File: config.mk
export PLATFORM = sky130hd
export DESIGN_NAME = scr_regs
export DESIGN_NICKNAME = d
export VERILOG_FILES = /design/src/scr_pkg.sv /design/src/scr_monitor_decode.sv /design/src/scr_regs.sv
export SDC_FILE = /design/constraint.sdc
export NUM_CORES = 1
export LEC_CHECK = 0
export ABC_AREA = 1
export ABC_CLOCK_PERIOD_IN_PS = 2730
export BUFFER_PORTS_ARGS = -buffer_cell sky130_fd_sc_hd__buf_2
export CAP_MARGIN = 20
export CORE_AREA = 2 2 88 90
export DETAILED_ROUTE_END_ITERATION = 7
export DIE_AREA = 0 0 90 92
export PLACE_DENSITY_LB_ADDON = 0.05
export SLEW_MARGIN = 5
export SYNTH_ARGS = -nofsm -noshare
export SYNTH_HDL_FRONTEND = slang
export SYNTH_SLANG_ARGS = --single-unit
File: constraint.sdc
create_clock -name i_clk -period 2.73 [get_ports i_clk]
set_clock_uncertainty 0.15 [all_clocks]
set_input_delay 0.273 -clock i_clk [delete_from_list [all_inputs] [get_ports i_clk]]
set_output_delay 0.273 -clock i_clk [all_outputs]
set_load 0.01 [all_outputs]
File: src/scr_pkg.sv
package scr_pkg;

  // register indices; byte address on the bus is four times the index
  localparam logic [7:0] IDX_SYSTEM_CONTROL = 8'h09;
  localparam logic [7:0] IDX_RESERVED_A = 8'h0A;
  localparam logic [7:0] IDX_OFFSET_LOW = 8'h0B;
  localparam logic [7:0] IDX_OFFSET_HIGH = 8'h0C;
  localparam logic [7:0] IDX_RESERVED_D = 8'h0D;
  localparam logic [7:0] IDX_GAIN_LOW = 8'h0E;
  localparam logic [7:0] IDX_GAIN_HIGH = 8'h0F;

  // reset values
  localparam logic [7:0] RST_SYSTEM_CONTROL = 8'h10;
  localparam logic [7:0] RST_RESERVED = 8'h00;
  localparam logic [7:0] RST_OFFSET_LOW = 8'h00;
  localparam logic [7:0] RST_OFFSET_HIGH = 8'h00;
  localparam logic [7:0] RST_GAIN_LOW = 8'h00;
  localparam logic [7:0] RST_GAIN_HIGH = 8'h40;

  // system control field positions
  localparam int unsigned MON_MSB = 7;
  localparam int unsigned MON_LSB = 5;
  localparam int unsigned CAL_MSB = 4;
  localparam int unsigned CAL_LSB = 3;
  localparam int unsigned TIMEOUT_BIT = 2;
  localparam int unsigned CRC_BIT = 1;
  localparam int unsigned STATUS_BIT = 0;

  // averaging codes and sample counts
  localparam logic [1:0] CAL_CODE_1 = 2'h0;
  localparam logic [1:0] CAL_CODE_4 = 2'h1;
  localparam logic [1:0] CAL_CODE_8 = 2'h2;
  localparam logic [1:0] CAL_CODE_16 = 2'h3;
  localparam logic [4:0] CAL_SAMPLES_1 = 5'h01;
  localparam logic [4:0] CAL_SAMPLES_4 = 5'h04;
  localparam logic [4:0] CAL_SAMPLES_8 = 5'h08;
  localparam logic [4:0] CAL_SAMPLES_16 = 5'h10;

  // amplifier settings; gain code n means gain 2**n
  localparam logic [1:0] AMP_ENABLE_ON = 2'h1;
  localparam logic [2:0] GAIN_CODE_UNITY = 3'h0;
  localparam logic [2:0] GAIN_CODE_MAX_TEMP = 3'h2;

  // burn-out current level codes
  localparam logic [1:0] BURNOUT_OFF = 2'h0;
  localparam logic [1:0] BURNOUT_0U2 = 2'h1;
  localparam logic [1:0] BURNOUT_1U = 2'h2;
  localparam logic [1:0] BURNOUT_10U = 2'h3;

  typedef enum logic [2:0] {
    MON_OFF = 3'h0,
    MON_MID_SUPPLY = 3'h1,
    MON_TEMPERATURE = 3'h2,
    MON_ANALOG_SUPPLY = 3'h3,
    MON_DIGITAL_SUPPLY = 3'h4,
    MON_BURNOUT_LOW = 3'h5,
    MON_BURNOUT_MID = 3'h6,
    MON_BURNOUT_HIGH = 3'h7
  } scr_monitor_type;

endpackage : scr_pkg

File: src/scr_monitor_decode.sv
`timescale 1ns/1ps
module scr_monitor_decode (
  input wire logic [2:0] i_monitor_select,
  input wire logic [2:0] i_user_gain,
  input wire logic [1:0] i_amplifier_enable,
  output logic o_inputs_shorted,
  output logic o_temp_sensor_select,
  output logic o_analog_supply_monitor,
  output logic o_digital_supply_monitor,
  output logic o_mux_switches_open,
  output logic [2:0] o_effective_gain,
  output logic o_burnout_enable,
  output logic [1:0] o_burnout_level,
  output logic o_temp_setup_error
);

  scr_pkg::scr_monitor_type mon;

  always_comb begin
    mon = scr_pkg::scr_monitor_type'(i_monitor_select);
    o_inputs_shorted = 1'b0;
    o_temp_sensor_select = 1'b0;
    o_analog_supply_monitor = 1'b0;
    o_digital_supply_monitor = 1'b0;
    o_effective_gain = i_user_gain;
    o_burnout_level = scr_pkg::BURNOUT_OFF;
    case (mon)
      scr_pkg::MON_OFF: begin
        o_inputs_shorted = 1'b0;
      end
      scr_pkg::MON_MID_SUPPLY: begin
        o_inputs_shorted = 1'b1;
      end
      scr_pkg::MON_TEMPERATURE: begin
        o_temp_sensor_select = 1'b1;
      end
      scr_pkg::MON_ANALOG_SUPPLY: begin
        o_analog_supply_monitor = 1'b1;
        o_effective_gain = scr_pkg::GAIN_CODE_UNITY;
      end
      scr_pkg::MON_DIGITAL_SUPPLY: begin
        o_digital_supply_monitor = 1'b1;
        o_effective_gain = scr_pkg::GAIN_CODE_UNITY;
      end
      scr_pkg::MON_BURNOUT_LOW: begin
        o_burnout_level = scr_pkg::BURNOUT_0U2;
      end
      scr_pkg::MON_BURNOUT_MID: begin
        o_burnout_level = scr_pkg::BURNOUT_1U;
      end
      scr_pkg::MON_BURNOUT_HIGH: begin
        o_burnout_level = scr_pkg::BURNOUT_10U;
      end
      default: begin
        o_burnout_level = scr_pkg::BURNOUT_OFF;
      end
    endcase
  end

  assign o_burnout_enable = (o_burnout_level != scr_pkg::BURNOUT_OFF);
  assign o_mux_switches_open = o_inputs_shorted | o_temp_sensor_select | o_analog_supply_monitor
                               | o_digital_supply_monitor;
  // flags a software setup that breaks the temperature sensor limits
  assign o_temp_setup_error = o_temp_sensor_select
                              & ((i_amplifier_enable != scr_pkg::AMP_ENABLE_ON)
                                 | (i_user_gain > scr_pkg::GAIN_CODE_MAX_TEMP));

endmodule : scr_monitor_decode

File: src/scr_regs.sv
`timescale 1ns/1ps
module scr_regs #(
  parameter int unsigned ADDR_W = 12
) (
  input wire logic i_clk,
  input wire logic i_rst,
  input wire logic i_psel,
  input wire logic i_penable,
  input wire logic i_pwrite,
  input wire logic [ADDR_W-1:0] i_paddr,
  input wire logic [31:0] i_pwdata,
  input wire logic [3:0] i_pstrb,
  output logic [31:0] o_prdata,
  output logic o_pready,
  output logic o_pslverr,
  input wire logic [2:0] i_user_gain,
  input wire logic [1:0] i_amplifier_enable,
  output logic [2:0] o_monitor_select,
  output logic [1:0] o_calibration_average_count,
  output logic [4:0] o_calibration_samples,
  output logic o_timeout_enable,
  output logic o_crc_enable,
  output logic o_status_prefix_enable,
  output logic [15:0] o_offset_correction_value,
  output logic [15:0] o_gain_correction_value,
  output logic o_inputs_shorted,
  output logic o_temp_sensor_select,
  output logic o_analog_supply_monitor,
  output logic o_digital_supply_monitor,
  output logic o_mux_switches_open,
  output logic [2:0] o_effective_gain,
  output logic o_burnout_enable,
  output logic [1:0] o_burnout_level,
  output logic o_temp_setup_error
);

  logic [7:0] system_control;
  logic [7:0] offset_correction_low;
  logic [7:0] offset_correction_high;
  logic [7:0] gain_correction_low;
  logic [7:0] gain_correction_high;
  logic setup_phase;
  logic write_access;
  logic low_lane;
  logic [8:0] access_index;
  logic [7:0] next_read_byte;
  logic next_slverr;

  // returns {mapped, index} for a byte address; mapped needs word alignment and a known index
  function automatic logic [8:0] decode_index(input logic [ADDR_W-1:0] addr);
    logic [ADDR_W-1:0] idx_wide;
    logic [7:0] idx;
    logic mapped;
    idx_wide = addr >> 2;
    idx = idx_wide[7:0];
    mapped = (addr[1:0] == 2'h0) && (idx_wide == ADDR_W'(idx))
             && (idx >= scr_pkg::IDX_SYSTEM_CONTROL) && (idx <= scr_pkg::IDX_GAIN_HIGH);
    return {mapped, idx};
  endfunction : decode_index

  function automatic logic [4:0] samples_of(input logic [1:0] code);
    logic [4:0] n;
    n = scr_pkg::CAL_SAMPLES_8;
    case (code)
      scr_pkg::CAL_CODE_1: n = scr_pkg::CAL_SAMPLES_1;
      scr_pkg::CAL_CODE_4: n = scr_pkg::CAL_SAMPLES_4;
      scr_pkg::CAL_CODE_8: n = scr_pkg::CAL_SAMPLES_8;
      scr_pkg::CAL_CODE_16: n = scr_pkg::CAL_SAMPLES_16;
      default: n = scr_pkg::CAL_SAMPLES_8;
    endcase
    return n;
  endfunction : samples_of

  // zero wait state slave: read data is captured in the setup cycle
  assign o_pready = 1'b1;
  assign setup_phase = i_psel & ~i_penable;
  assign access_index = decode_index(i_paddr);
  assign low_lane = i_pstrb[0];
  assign write_access = i_psel & i_penable & i_pwrite & o_pready & low_lane & access_index[8];

  function automatic logic hit(input logic [8:0] ai, input logic [7:0] idx);
    return ai[8] && (ai[7:0] == idx);
  endfunction : hit

  always_ff @(posedge i_clk or posedge i_rst) begin
    if (i_rst) begin
      system_control <= scr_pkg::RST_SYSTEM_CONTROL;
    end else if (write_access && hit(access_index, scr_pkg::IDX_SYSTEM_CONTROL)) begin
      system_control <= i_pwdata[7:0];
    end
  end

  always_ff @(posedge i_clk or posedge i_rst) begin
    if (i_rst) begin
      offset_correction_low <= scr_pkg::RST_OFFSET_LOW;
      offset_correction_high <= scr_pkg::RST_OFFSET_HIGH;
    end else begin
      if (write_access && hit(access_index, scr_pkg::IDX_OFFSET_LOW)) begin
        offset_correction_low <= i_pwdata[7:0];
      end
      if (write_access && hit(access_index, scr_pkg::IDX_OFFSET_HIGH)) begin
        offset_correction_high <= i_pwdata[7:0];
      end
    end
  end

  always_ff @(posedge i_clk or posedge i_rst) begin
    if (i_rst) begin
      gain_correction_low <= scr_pkg::RST_GAIN_LOW;
      gain_correction_high <= scr_pkg::RST_GAIN_HIGH;
    end else begin
      if (write_access && hit(access_index, scr_pkg::IDX_GAIN_LOW)) begin
        gain_correction_low <= i_pwdata[7:0];
      end
      if (write_access && hit(access_index, scr_pkg::IDX_GAIN_HIGH)) begin
        gain_correction_high <= i_pwdata[7:0];
      end
    end
  end

  // read mux; reserved registers ignore writes and always read zero
  always_comb begin
    next_read_byte = 8'h00;
    next_slverr = ~access_index[8];
    if (access_index[8]) begin
      case (access_index[7:0])
        scr_pkg::IDX_SYSTEM_CONTROL: next_read_byte = system_control;
        scr_pkg::IDX_RESERVED_A: next_read_byte = scr_pkg::RST_RESERVED;
        scr_pkg::IDX_OFFSET_LOW: next_read_byte = offset_correction_low;
        scr_pkg::IDX_OFFSET_HIGH: next_read_byte = offset_correction_high;
        scr_pkg::IDX_RESERVED_D: next_read_byte = scr_pkg::RST_RESERVED;
        scr_pkg::IDX_GAIN_LOW: next_read_byte = gain_correction_low;
        scr_pkg::IDX_GAIN_HIGH: next_read_byte = gain_correction_high;
        default: next_read_byte = 8'h00;
      endcase
    end
  end

  always_ff @(posedge i_clk or posedge i_rst) begin
    if (i_rst) begin
      o_prdata <= 32'h00000000;
      o_pslverr <= 1'b0;
    end else if (setup_phase) begin
      o_prdata <= {24'h000000, (i_pwrite ? 8'h00 : next_read_byte)};
      o_pslverr <= next_slverr;
    end
  end

  // field views of the system control register, then the 16-bit offset and gain correction values
  assign o_monitor_select = system_control[scr_pkg::MON_MSB:scr_pkg::MON_LSB];
  assign o_calibration_average_count = system_control[scr_pkg::CAL_MSB:scr_pkg::CAL_LSB];
  assign o_calibration_samples = samples_of(o_calibration_average_count);
  assign o_timeout_enable = system_control[scr_pkg::TIMEOUT_BIT];
  assign o_crc_enable = system_control[scr_pkg::CRC_BIT];
  assign o_status_prefix_enable = system_control[scr_pkg::STATUS_BIT];
  assign o_offset_correction_value = {offset_correction_high, offset_correction_low};
  assign o_gain_correction_value = {gain_correction_high, gain_correction_low};

  scr_monitor_decode u_monitor_decode (
    .i_monitor_select(o_monitor_select),
    .i_user_gain(i_user_gain),
    .i_amplifier_enable(i_amplifier_enable),
    .o_inputs_shorted(o_inputs_shorted),
    .o_temp_sensor_select(o_temp_sensor_select),
    .o_analog_supply_monitor(o_analog_supply_monitor),
    .o_digital_supply_monitor(o_digital_supply_monitor),
    .o_mux_switches_open(o_mux_switches_open),
    .o_effective_gain(o_effective_gain),
    .o_burnout_enable(o_burnout_enable),
    .o_burnout_level(o_burnout_level),
    .o_temp_setup_error(o_temp_setup_error)
  );

  localparam logic [ADDR_W-1:0] ADDR_RES_A = ADDR_W'({scr_pkg::IDX_RESERVED_A, 2'b00});
  localparam logic [ADDR_W-1:0] ADDR_RES_D = ADDR_W'({scr_pkg::IDX_RESERVED_D, 2'b00});
  localparam logic [ADDR_W-1:0] ADDR_SYS = ADDR_W'({scr_pkg::IDX_SYSTEM_CONTROL, 2'b00});
  localparam logic [ADDR_W-1:0] ADDR_OFS_L = ADDR_W'({scr_pkg::IDX_OFFSET_LOW, 2'b00});
  localparam logic [ADDR_W-1:0] ADDR_GAIN_H = ADDR_W'({scr_pkg::IDX_GAIN_HIGH, 2'b00});
  localparam logic [ADDR_W-1:0] ADDR_OFS_H = ADDR_W'({scr_pkg::IDX_OFFSET_HIGH, 2'b00});
  localparam logic [ADDR_W-1:0] ADDR_GAIN_L = ADDR_W'({scr_pkg::IDX_GAIN_LOW, 2'b00});
endmodule : scr_regs

### Word-level counts from Yosys, hierarchy flattened

Index checks and enable logic that the tools add are counted.

| word-level totals | value |
|---|---|
| word-level logic and storage cells | 66 |
| output and inout bits | 91 |
| input bits | 58 |
| register bits after elaboration | 49 |

| operators by class | value |
|---|---|
| order comparisons | 3 |
| reduce and logical (&&, ||, !) cells | 18 |
| bitwise logic cells | 12 |
| eq/ne operators | 16 |
| multiplexer cells | 10 |

Operators by type and width:

| cell | number |
|---|---|
| == test 8 x 4 -> 1 bit (second input constant) | 5 |
| case mux 8 bit (5 select lines) | 1 |
| case mux 5 bit (4 select lines) | 1 |
| two-way mux 8 bit | 2 |
| logical AND 1 bit | 13 |
| == test 3 bit (second input constant) | 4 |
| >= comparator 8 x 4 -> 1 bit (second input constant) | 1 |
| less-or-equal comparator 8 x 4 -> 1 bit (second input constant) | 1 |
| AND 1 bit | 6 |
| == test 3 x 2 -> 1 bit (second input constant) | 2 |
| case mux 2 bit (3 select lines) | 1 |
| == test 2 bit (second input constant) | 2 |
| logical NOT 2 bit | 2 |
| logical NOT 4 bit | 1 |
| two-way mux 1 bit | 4 |
| bitwise OR 1 bit | 4 |
| == test 3 x 1 -> 1 bit (second input constant) | 1 |
| > comparator 3 x 2 -> 1 bit (second input constant) | 1 |
| two-way mux 3 bit | 1 |
| == test 2 x 1 -> 1 bit (second input constant) | 1 |
| != test 2 x 1 -> 1 bit (second input constant) | 1 |
| NOT 1 bit | 2 |
| nonzero test 2 bit | 1 |
| OR reduction 2 bit | 1 |

### Longest topological paths before layout

Gate-level depths: netlist of run 1.

| depth | value |
|---|---|
| word-level depth | 6 |
| depth in mapped cells | 11 |
| gate-level depth less buffers | 11 |

### Hierarchy

Synthesis of run 1 repeated with hierarchy kept, for this count alone.

| unflattened totals | value |
|---|---|
| cell total of the unflattened synthesis | 386 |
| area, all modules | 2,941.6 µm² |

Modules (own cells, without submodules):

| module | cells each | instances | area each (µm²) |
|---|---|---|---|
| scr_regs | 356 | 1 | 2,820.2 |
| scr_monitor_decode | 30 | 1 | 121.4 |

### Worst setup path before layout of run 1

No wires, ideal clock.

| timing | value |
|---|---|
| path kind | reg2out |
| start | reg system_control[7] |
| end | out o_temp_setup_error |
| arrival | 1.255 ns |
| path slack | 1.052 ns |
| buffers on the path | 1 |
| stages on the path, launching flop included | 5 |
| path through | dfrtp_1 -> clkbuf_1 -> nor3_1 -> inv_1 -> a31oi_1 |

| between the ends | value |
|---|---|
| cells in the longest elaborated chain, start to end | 3 |

RTL lines:

| element | line | text |
|---|---|---|
| start, declared | scr_regs.sv:37 | `logic [7:0] system_control;` |
| start signal, assigned | scr_regs.sv:87 | `system_control <= scr_pkg::RST_SYSTEM_CONTROL;` |
| start signal, assigned | scr_regs.sv:89 | `system_control <= i_pwdata[7:0];` |
| == test 3 x 2 -> 1 bit | scr_monitor_decode.sv:27 | `case (mon)` |
| two-way mux 1 bit | scr_monitor_decode.sv:27 |  |
| via o_temp_sensor_select | scr_regs.sv:27 | `output logic o_temp_sensor_select,` |
| AND 1 bit | scr_monitor_decode.sv:65 | `& ((i_amplifier_enable != scr_pkg::AMP_ENABLE_ON)` |
| end, declared | scr_regs.sv:34 | `output logic o_temp_setup_error` |

The timed path passes the listed nets, and every way through them passes these cells.

### Final worst setup path of run 1

| timing | value |
|---|---|
| start | reg system_control[7] |
| end | out o_effective_gain[0] |

| between the ends | value |
|---|---|
| cells in the longest elaborated chain, start to end | 3 |
| elaborated cells between the ends (all ways) | 4 |
| classes of those cells | eq/ne (2); mux (1); reduce/logical (1) |

RTL lines:

| element | line | text |
|---|---|---|
| == test 3 x 2 -> 1 bit / == test 3 bit (equally long branches) | scr_monitor_decode.sv:27 |  |
| OR reduction 2 bit (no line) * | n/a |  |
| two-way mux 3 bit * | scr_monitor_decode.sv:27 |  |
| end, declared | scr_regs.sv:31 | `output logic [2:0] o_effective_gain,` |

Every way passes the cells marked *; elsewhere a longest branch is shown, timed or not.

==> key figures, run 1 <==
GRT
  • Global-route wire length before repair: 12600 um
  • Tot GR Track Use: 0.192
  • Vias in the first global route: 2440
  • Largest net degree at the start of global routing: 21
  • Initial antenna violation count: 0
  • GRT overflow: 0

Worst setup path
  • R2R setup slack: 1.55 ns
  • Worst r2r src: system_control[4]$_DFFE_PP1P_
  • Path depth of the worst reg2reg path: 6
  • Worst EP required: 2.31 ns
  • R2R Path End: o_prdata[4]$_DFFE_PP0P_
  • Max Fanout on Critical Path: 9
  • CP arrival: 1.69 ns
  • CP startpoint kind: flop
  • Worst setup EP type: primary output
  • CP Class: reg2out

Floorplanning
  • Row cnt: 32
  • Starting Density: 0.384
  • Die Span Y: 92 um
  • Die footprint: 8280 sq um
  • Core area: 7450 sq um
  • Top Ports: 149
  • Chip Width: 90 um

Layout
  • Layout area overhead: 19.9%
  • Share of cells above drive strength 1: 0.271
  • Ant diodes: 0
  • Layout Cells excl Fill: 589
  • # fillers: 807
  • Final core utilization: 0.461
  • Final #Nets: 544

Timing
  • Max Clk Rate: 473 MHz
  • Sum of negative setup slack: 0 ns
  • Final slew viol count: 0
  • Hold_ws: 0.0464 ns
  • RSZ-0062 raised after global routing: false
  • Period utilization: 0.775
  • Final WS setup: 0.614 ns
  • Tmin final: 2.12 ns
  • Final setup fails: 0
  • Final Hold Fails: 0

Placement
  • Port buffer count: 95
  • Post-DP HPWL: 5800 um
  • Gpl congestion: 0.793
  • Placed cell count: 580
  • Post-place setup slack: 0.669 ns

Yosys
  • Synth top cells by count: nand2_1 (147), dfrtp_1 (47), inv_1 (44), nor2_1 (32)
  • Post-synth ARST share: 1.00
  • Post-synth EDFFs: 0
  • Yosys warns: 0
  • Mux share of post-synthesis cell area: 0
  • Synth Area per Inst: 7.33 sq um
  • Cells after Synth: 390
  • Xor/xnor share of the synthesized area: 0
  • Synth unique cells: 25
  • Top-count cell post-synth: nand2_1
  • Yosys top cell by area: dfrtp_1
  • Simple-Gate Fraction of Synth Area: 0.363
  • Compound-Gate Fraction of Synth Area: 0.0542
  • Mapped Area: 2860 sq um
  • Adder-cell share of the synthesized area: 0
  • Post-synth top area share: 0.411
  • Synth Register Bits: 49
  • Sequential area share after synthesis: 0.430
  • Top_reg_cell synth: dfrtp_1
  • Synth top area cells: dfrtp_1 (41%), nand2_1 (19%), buf_4 (6.8%)
  • Largest family of logic cells by synthesized area: simple AND/OR/NAND/NOR gates

CTS
  • Post-CTS Repair Setup Buffers: 0
  • Hold buffer count at CTS: 1
  • Cts bufs inserted: 5
  • # clock sinks: 49
  • Clock latency at the later pin of the worst-skew pair: 0.30 ns
  • Root Driver: clkbuf_8
  • Max Root-Sink Buffers: 2
  • CTS H-tree lvls: 2
  • Clk slew on worst S/H paths: 0.09 ns
  • Post-CTS Resized: 0
  • CTS tree: done

Detailed routing
  • DR iter-0 viols: 137
  • Via density: 4.44
  • Drt drc: 0
  • Pre-antenna DRT Iters: 4
  • Routed via count: 2616
  • Final wirelength: 7610 um
  • DR WL/cell: 12.9 um
  • Antenna Nets Post-Route: 0

Hold path
  • Worst hold start: i_pwdata[7]
  • Hold depth: 3
  • Worst Hold Path EP: offset_correction_low[7]$_DFFE_PP0P_
  • Worst hold-check path type: in2reg

Flow run
  • Max Cap Violations: 0

Pwr
  • Leakage: 2.14 nW
  • VDD IR-drop max: 0.000195 V
  • Power per standard cell area: 370 nW/um^2

Run status
  • Status: finished clean
==> routing by layer <==
metal / vias to the layer above / track usage / part of all wire
met3: 6 / 0.0320 / 0.057
met5: - / 0 / 0
met4: 0 / 0.0372 / 0.0078
li1: 1326 / - / -
met1: 1198 / 0.275 / 0.47
met2: 86 / 0.308 / 0.46
==> cells by family after synthesis <==
kind of cell           count (synthesis)
DFF                                   49
AOI/OAI and AO/OA                     30
buffers and inverters                 85
and+or+nand+nor                      224
other                                  2
==> stage by stage <==
| step | cell area [sq um] | total power, mW |
|---|---|---|
| floorplan | 2950 | 0.833 |
| global placement | 3340 | 0.847 |
| detailed placement | 3340 | 0.848 |
| CTS | 3430 | 1.28 |
| global route | 3430 | 1.32 |
| finish | 3430 | 1.27 |
==> final cells by class <==
type	instances	area, sq um	area share
multi-input cells	280	1290	0.376
flip-flops and latches	49	1230	0.358
repair buffers	99	508	0.148
inverters	51	191	0.0558
well taps	102	128	0.0372
clock buffers	7	76.3	0.0223
clock inverters	1	7.51	0.00219
==> power by group <==
group / total [mW] / internal [mW] / switching [mW] / leakage (nW)
sequential: 0.725 / 0.725 / 0.0000372 / 0.672
clock: 0.434 / 0.182 / 0.252 / 0.0385
combinational: 0.109 / 0.0296 / 0.0789 / 1.43
total: 1.27 / 0.937 / 0.331 / 2.14
==> critical path, stage by stage (launching register included) <==
cell	delay, ns
dfrtp_1	0.49
or2_2	0.37
o21ai_0	0.31
nor2_1	0.07
buf_2	0.15
==> flip-flops by register name, summed over array words and instances, names as in the netlist <==
register,count
gain_correction_low,8
o_prdata,8
offset_correction_low,8
system_control,8
offset_correction_high,8
gain_correction_high,8
o_pslverr,1
==> layout by cell type, fill, tap and decap left out, types with 3 or more instances in the layout <==
cell      instances
buf_2            95
buf_4             3
clkbuf_8          5
conb_1           26
dfrtp_1          47
inv_1            43
inv_2             8
nand2_1         147
nand2_2           3
nand3_1          26
nand4_4           3
nor2_1           32
nor2_4            4
nor2_8            3
o21ai_1          24
==> how the worst max path moves through the flow <==
stage          slack [ns]                           from  cells past startpoint                                    end
6_report             0.61  system_control[7]$_DFFE_PP0P_                      4                    o_effective_gain[0]
5_1_grt              0.46  system_control[5]$_DFFE_PP0P_                      5                    o_effective_gain[0]
4_1_cts              0.60  system_control[7]$_DFFE_PP0P_                      4                    o_effective_gain[0]
3_5_place_dp         0.67                     i_paddr[9]                     10  offset_correction_high[5]$_DFFE_PP0P_
3_3_place_gp         0.69                     i_paddr[7]                     10  offset_correction_high[5]$_DFFE_PP0P_
2_1_floorplan        1.05  system_control[7]$_DFFE_PP0P_                      4                     o_temp_setup_error
Note: power is estimated with default switching activity, not from simulation.
==> run 2, diff against run 1 <==
ABC_AREA = 0   (was 1)
ABC_CLOCK_PERIOD_IN_PS = 2200   (was 2730)
CORE_AREA = 2 2 85 87   (was 2 2 88 90)
DIE_AREA = 0 0 87 89   (was 0 0 90 92)
clock period = 2.2 ns   (was 2.73 ns; I/O delays follow)
==> key figures, run 2 <==
Detailed routing
  • DR iter-0 viols: 111 (-19%)
  • Pre-antenna DRT Iters: 4 (unchanged)
  • Final wirelength: 6290 um (-17%)
  • Via density: 4.85 (+9.2%)
  • DR WL/cell: 15.7 um (+21%)
  • Drt drc: 0 (unchanged)
  • Routed via count: 1944 (-26%)
  • Antenna Nets Post-Route: 0 (unchanged)

Layout
  • Most frequent cells in the layout: buf_2 (95), dfrtp_1 (47), conb_1 (26)
  • Register area: 1230 sq um (unchanged)
  • Multi-input gate area: 1260 sq um (-2.5%)
  • Final core utilization: 0.492 (+0.0315)
  • Layout area overhead: 24.5%
  • # fillers: 641 (-21%)
  • Final Cell Area: 3310 sq um (-3.6%)
  • Final #Nets: 379 (-30%)
  • Layout Cells excl Fill: 401 (-32%)
  • Share of cells above drive strength 1: 0.520 (+0.249)
  • Most common cell after layout, fill and taps aside: buf_2
  • Ant diodes: 0 (unchanged)

CTS
  • # clock sinks: 49 (unchanged)
  • Post-CTS Resized: 0 (unchanged)
  • Clk slew on worst S/H paths: 0.09 ns (about the same)
  • Cts bufs inserted: 5 (unchanged)
  • CTS H-tree lvls: 2 (unchanged)
  • Clock latency at the later pin of the worst-skew pair: 0.30 ns (about the same)
  • CTS tree: done
  • Max Root-Sink Buffers: 2 (unchanged)
  • Post-CTS Repair Setup Buffers: 0 (unchanged)
  • Root Driver: clkbuf_8

Timing
  • Final Hold Fails: 0 (unchanged)
  • Slew @ Worst Pin: 0.569 ns
  • Hold_ws: 0.0494 ns (+0.00301 ns)
  • Max Clk Rate: 550 MHz
  • Period utilization: 0.826
  • Max-slew headroom: 0.620
  • Final setup fails: 0 (unchanged)
  • Tmin final: 1.82 ns
  • Sum of negative setup slack: 0 ns (unchanged)
  • Final slew viol count: 0 (unchanged)
  • Final WS setup: 0.382 ns (-0.232 ns)
  • RSZ-0062 raised after global routing: false

Hold path
  • Worst hold-check path type: in2reg

Placement
  • Placed cell count: 393 (-32%)
  • Post-DP HPWL: 4710 um (-19%)
  • Gpl congestion: 0.693 (-13%)
  • Post-place setup slack: 0.120 ns (-0.550 ns)
  • Area post-placement: 3210 sq um (-3.8%)
  • Port buffer count: 95 (unchanged)

Yosys
  • Synth Area per Inst: 12.5 sq um (+70%)
  • Synth top cells by count: dfrtp_1 (47), buf_4 (26), mux2_2 (24), mux2_4 (16), mux2i_1 (16)
  • Top-count cell post-synth: dfrtp_1
  • Synth top area cells: dfrtp_1 (44%), mux2_2 (10%), mux2_4 (9.0%)
  • Yosys top cell by area: dfrtp_1
  • Top_reg_cell synth: dfrtp_1
  • Sequential area share after synthesis: 0.463 (+0.0332)
  • Post-synth ARST share: 1.00 (unchanged)
  • Post-synth EDFFs: 0 (unchanged)
  • Synth unique cells: 36 (+44%)
  • Synth Register Bits: 49 (unchanged)
  • Post-synth top area share: 0.443 (+0.0318)
  • Cells after Synth: 213 (-45%)
  • Mapped Area: 2660 sq um (-7.2%)
  • Yosys warns: 0 (unchanged)

Pwr
  • Leakage: 1.96 nW (-8.4%)
  • Pwr Total: 1.59 mW (+25%)
  • VDD IR-drop max: 0.000310 V (+59%)
  • Power per standard cell area: 481 nW/um^2 (+30%)

Floorplanning
  • Chip Width: 87 um (-3.3%)
  • Top Ports: 149 (unchanged)
  • Die Span Y: 89 um (-3.3%)
  • Starting Density: 0.395 (+0.0111)
  • Die footprint: 7740 sq um (-6.5%)
  • Core area: 6720 sq um (-9.8%)
  • Row cnt: 30 (-6.3%)

Worst setup path
  • Worst EP required: 1.83 ns (-0.48 ns)
  • Worst setup EP type: primary output
  • Critical path cell sequence: nor2_1, and2_1, nor2_1, and2_1, buf_2
  • Max Fanout on Critical Path: 9 (unchanged)
  • CP Class: reg2out
  • R2R setup slack: 0.84 ns (-0.71 ns)
  • CP peak stage delay: 0.48 ns (about the same)
  • CP startpoint kind: flop
  • CP arrival: 1.45 ns (-0.24 ns)
  • Slowest CP cell: dfrtp_1

GRT
  • Initial antenna violation count: 0 (unchanged)
  • Vias in the first global route: 1775 (-27%)
  • Largest net degree at the start of global routing: 26 (+24%)
  • Tot GR Track Use: 0.164 (-0.0282)
  • Global-route wire length before repair: 9470 um (-25%)
  • GRT overflow: 0 (unchanged)

Flow run
  • Max Cap Violations: 0 (unchanged)

Run status
  • Status: finished clean
## run 2: changes by cell type in the layout (fill, tap and decap cells not counted), moves of 24 or more
cell     previous run  this run
inv_1              43         1
mux2_2              0        24
nand2_1           147         1
nand3_1            26         1
nor2_1             32         5
o21ai_1            24         0
## run 2: final cells by class
class	instances	area share
tap	80	0.0303
sequential	49	0.372
inverter	2	0.00227
timing repair buffer	113	0.189
clock buffer	7	0.0261
multi-input combinational	150	0.380
## run 2: worst max-delay path: cells and delay by family (launching register included)
family,cells,cell delay (ns)
flops,1,0.48
simple gates,4,0.54
buf+inv,1,0.12
## run 2: worst paths after layout
check,end,depth (start not counted),start
worst min-delay path,gain_correction_low[1]$_DFFE_PP0P_,2,i_pwdata[1]
worst max register to register,o_prdata[7]$_DFFE_PP0P_,4,system_control[7]$_DFFE_PP0P_
max in group asynchronous,system_control[4]$_DFFE_PP1P_,4,i_rst
worst max-delay path,o_effective_gain[1],5,system_control[5]$_DFFE_PP0P_
worst min register to register,o_pslverr$_DFFE_PP0P_,2,o_pslverr$_DFFE_PP0P_
min in group asynchronous,offset_correction_low[1]$_DFFE_PP0P_,3,i_rst
## run 2: timing repair
action | 4_1_cts | 5_1_grt
setup endpoints to repair | 0 | 0
hold buffers | 1 | 0
endpoints found under the hold margin | 23 | 0
## run 2: where the power goes
part	switching, mW	total (mW)	leakage [nW]	internal [mW]
sequential	0.00153	0.904	0.675	0.903
clock	0.293	0.543	0.0443	0.250
combinational	0.0931	0.142	1.24	0.0493
## run 2: kinds of logic after synthesis
family | synth area share
other | 0.00283
AND/OR/NAND/NOR | 0.107
AO/OA/AOI/OAI | 0.0773
flip-flops | 0.463
multiplexers | 0.253
buffers and inverters | 0.0975
## run 2: routing by layer
layer / share of wire / track usage / vias to the layer above
li1: - / - / 920
met4: 0.011 / 0.0469 / 0
met3: 0.067 / 0.0379 / 7
met5: 0 / 0 / -
met1: 0.49 / 0.235 / 939
met2: 0.44 / 0.248 / 78
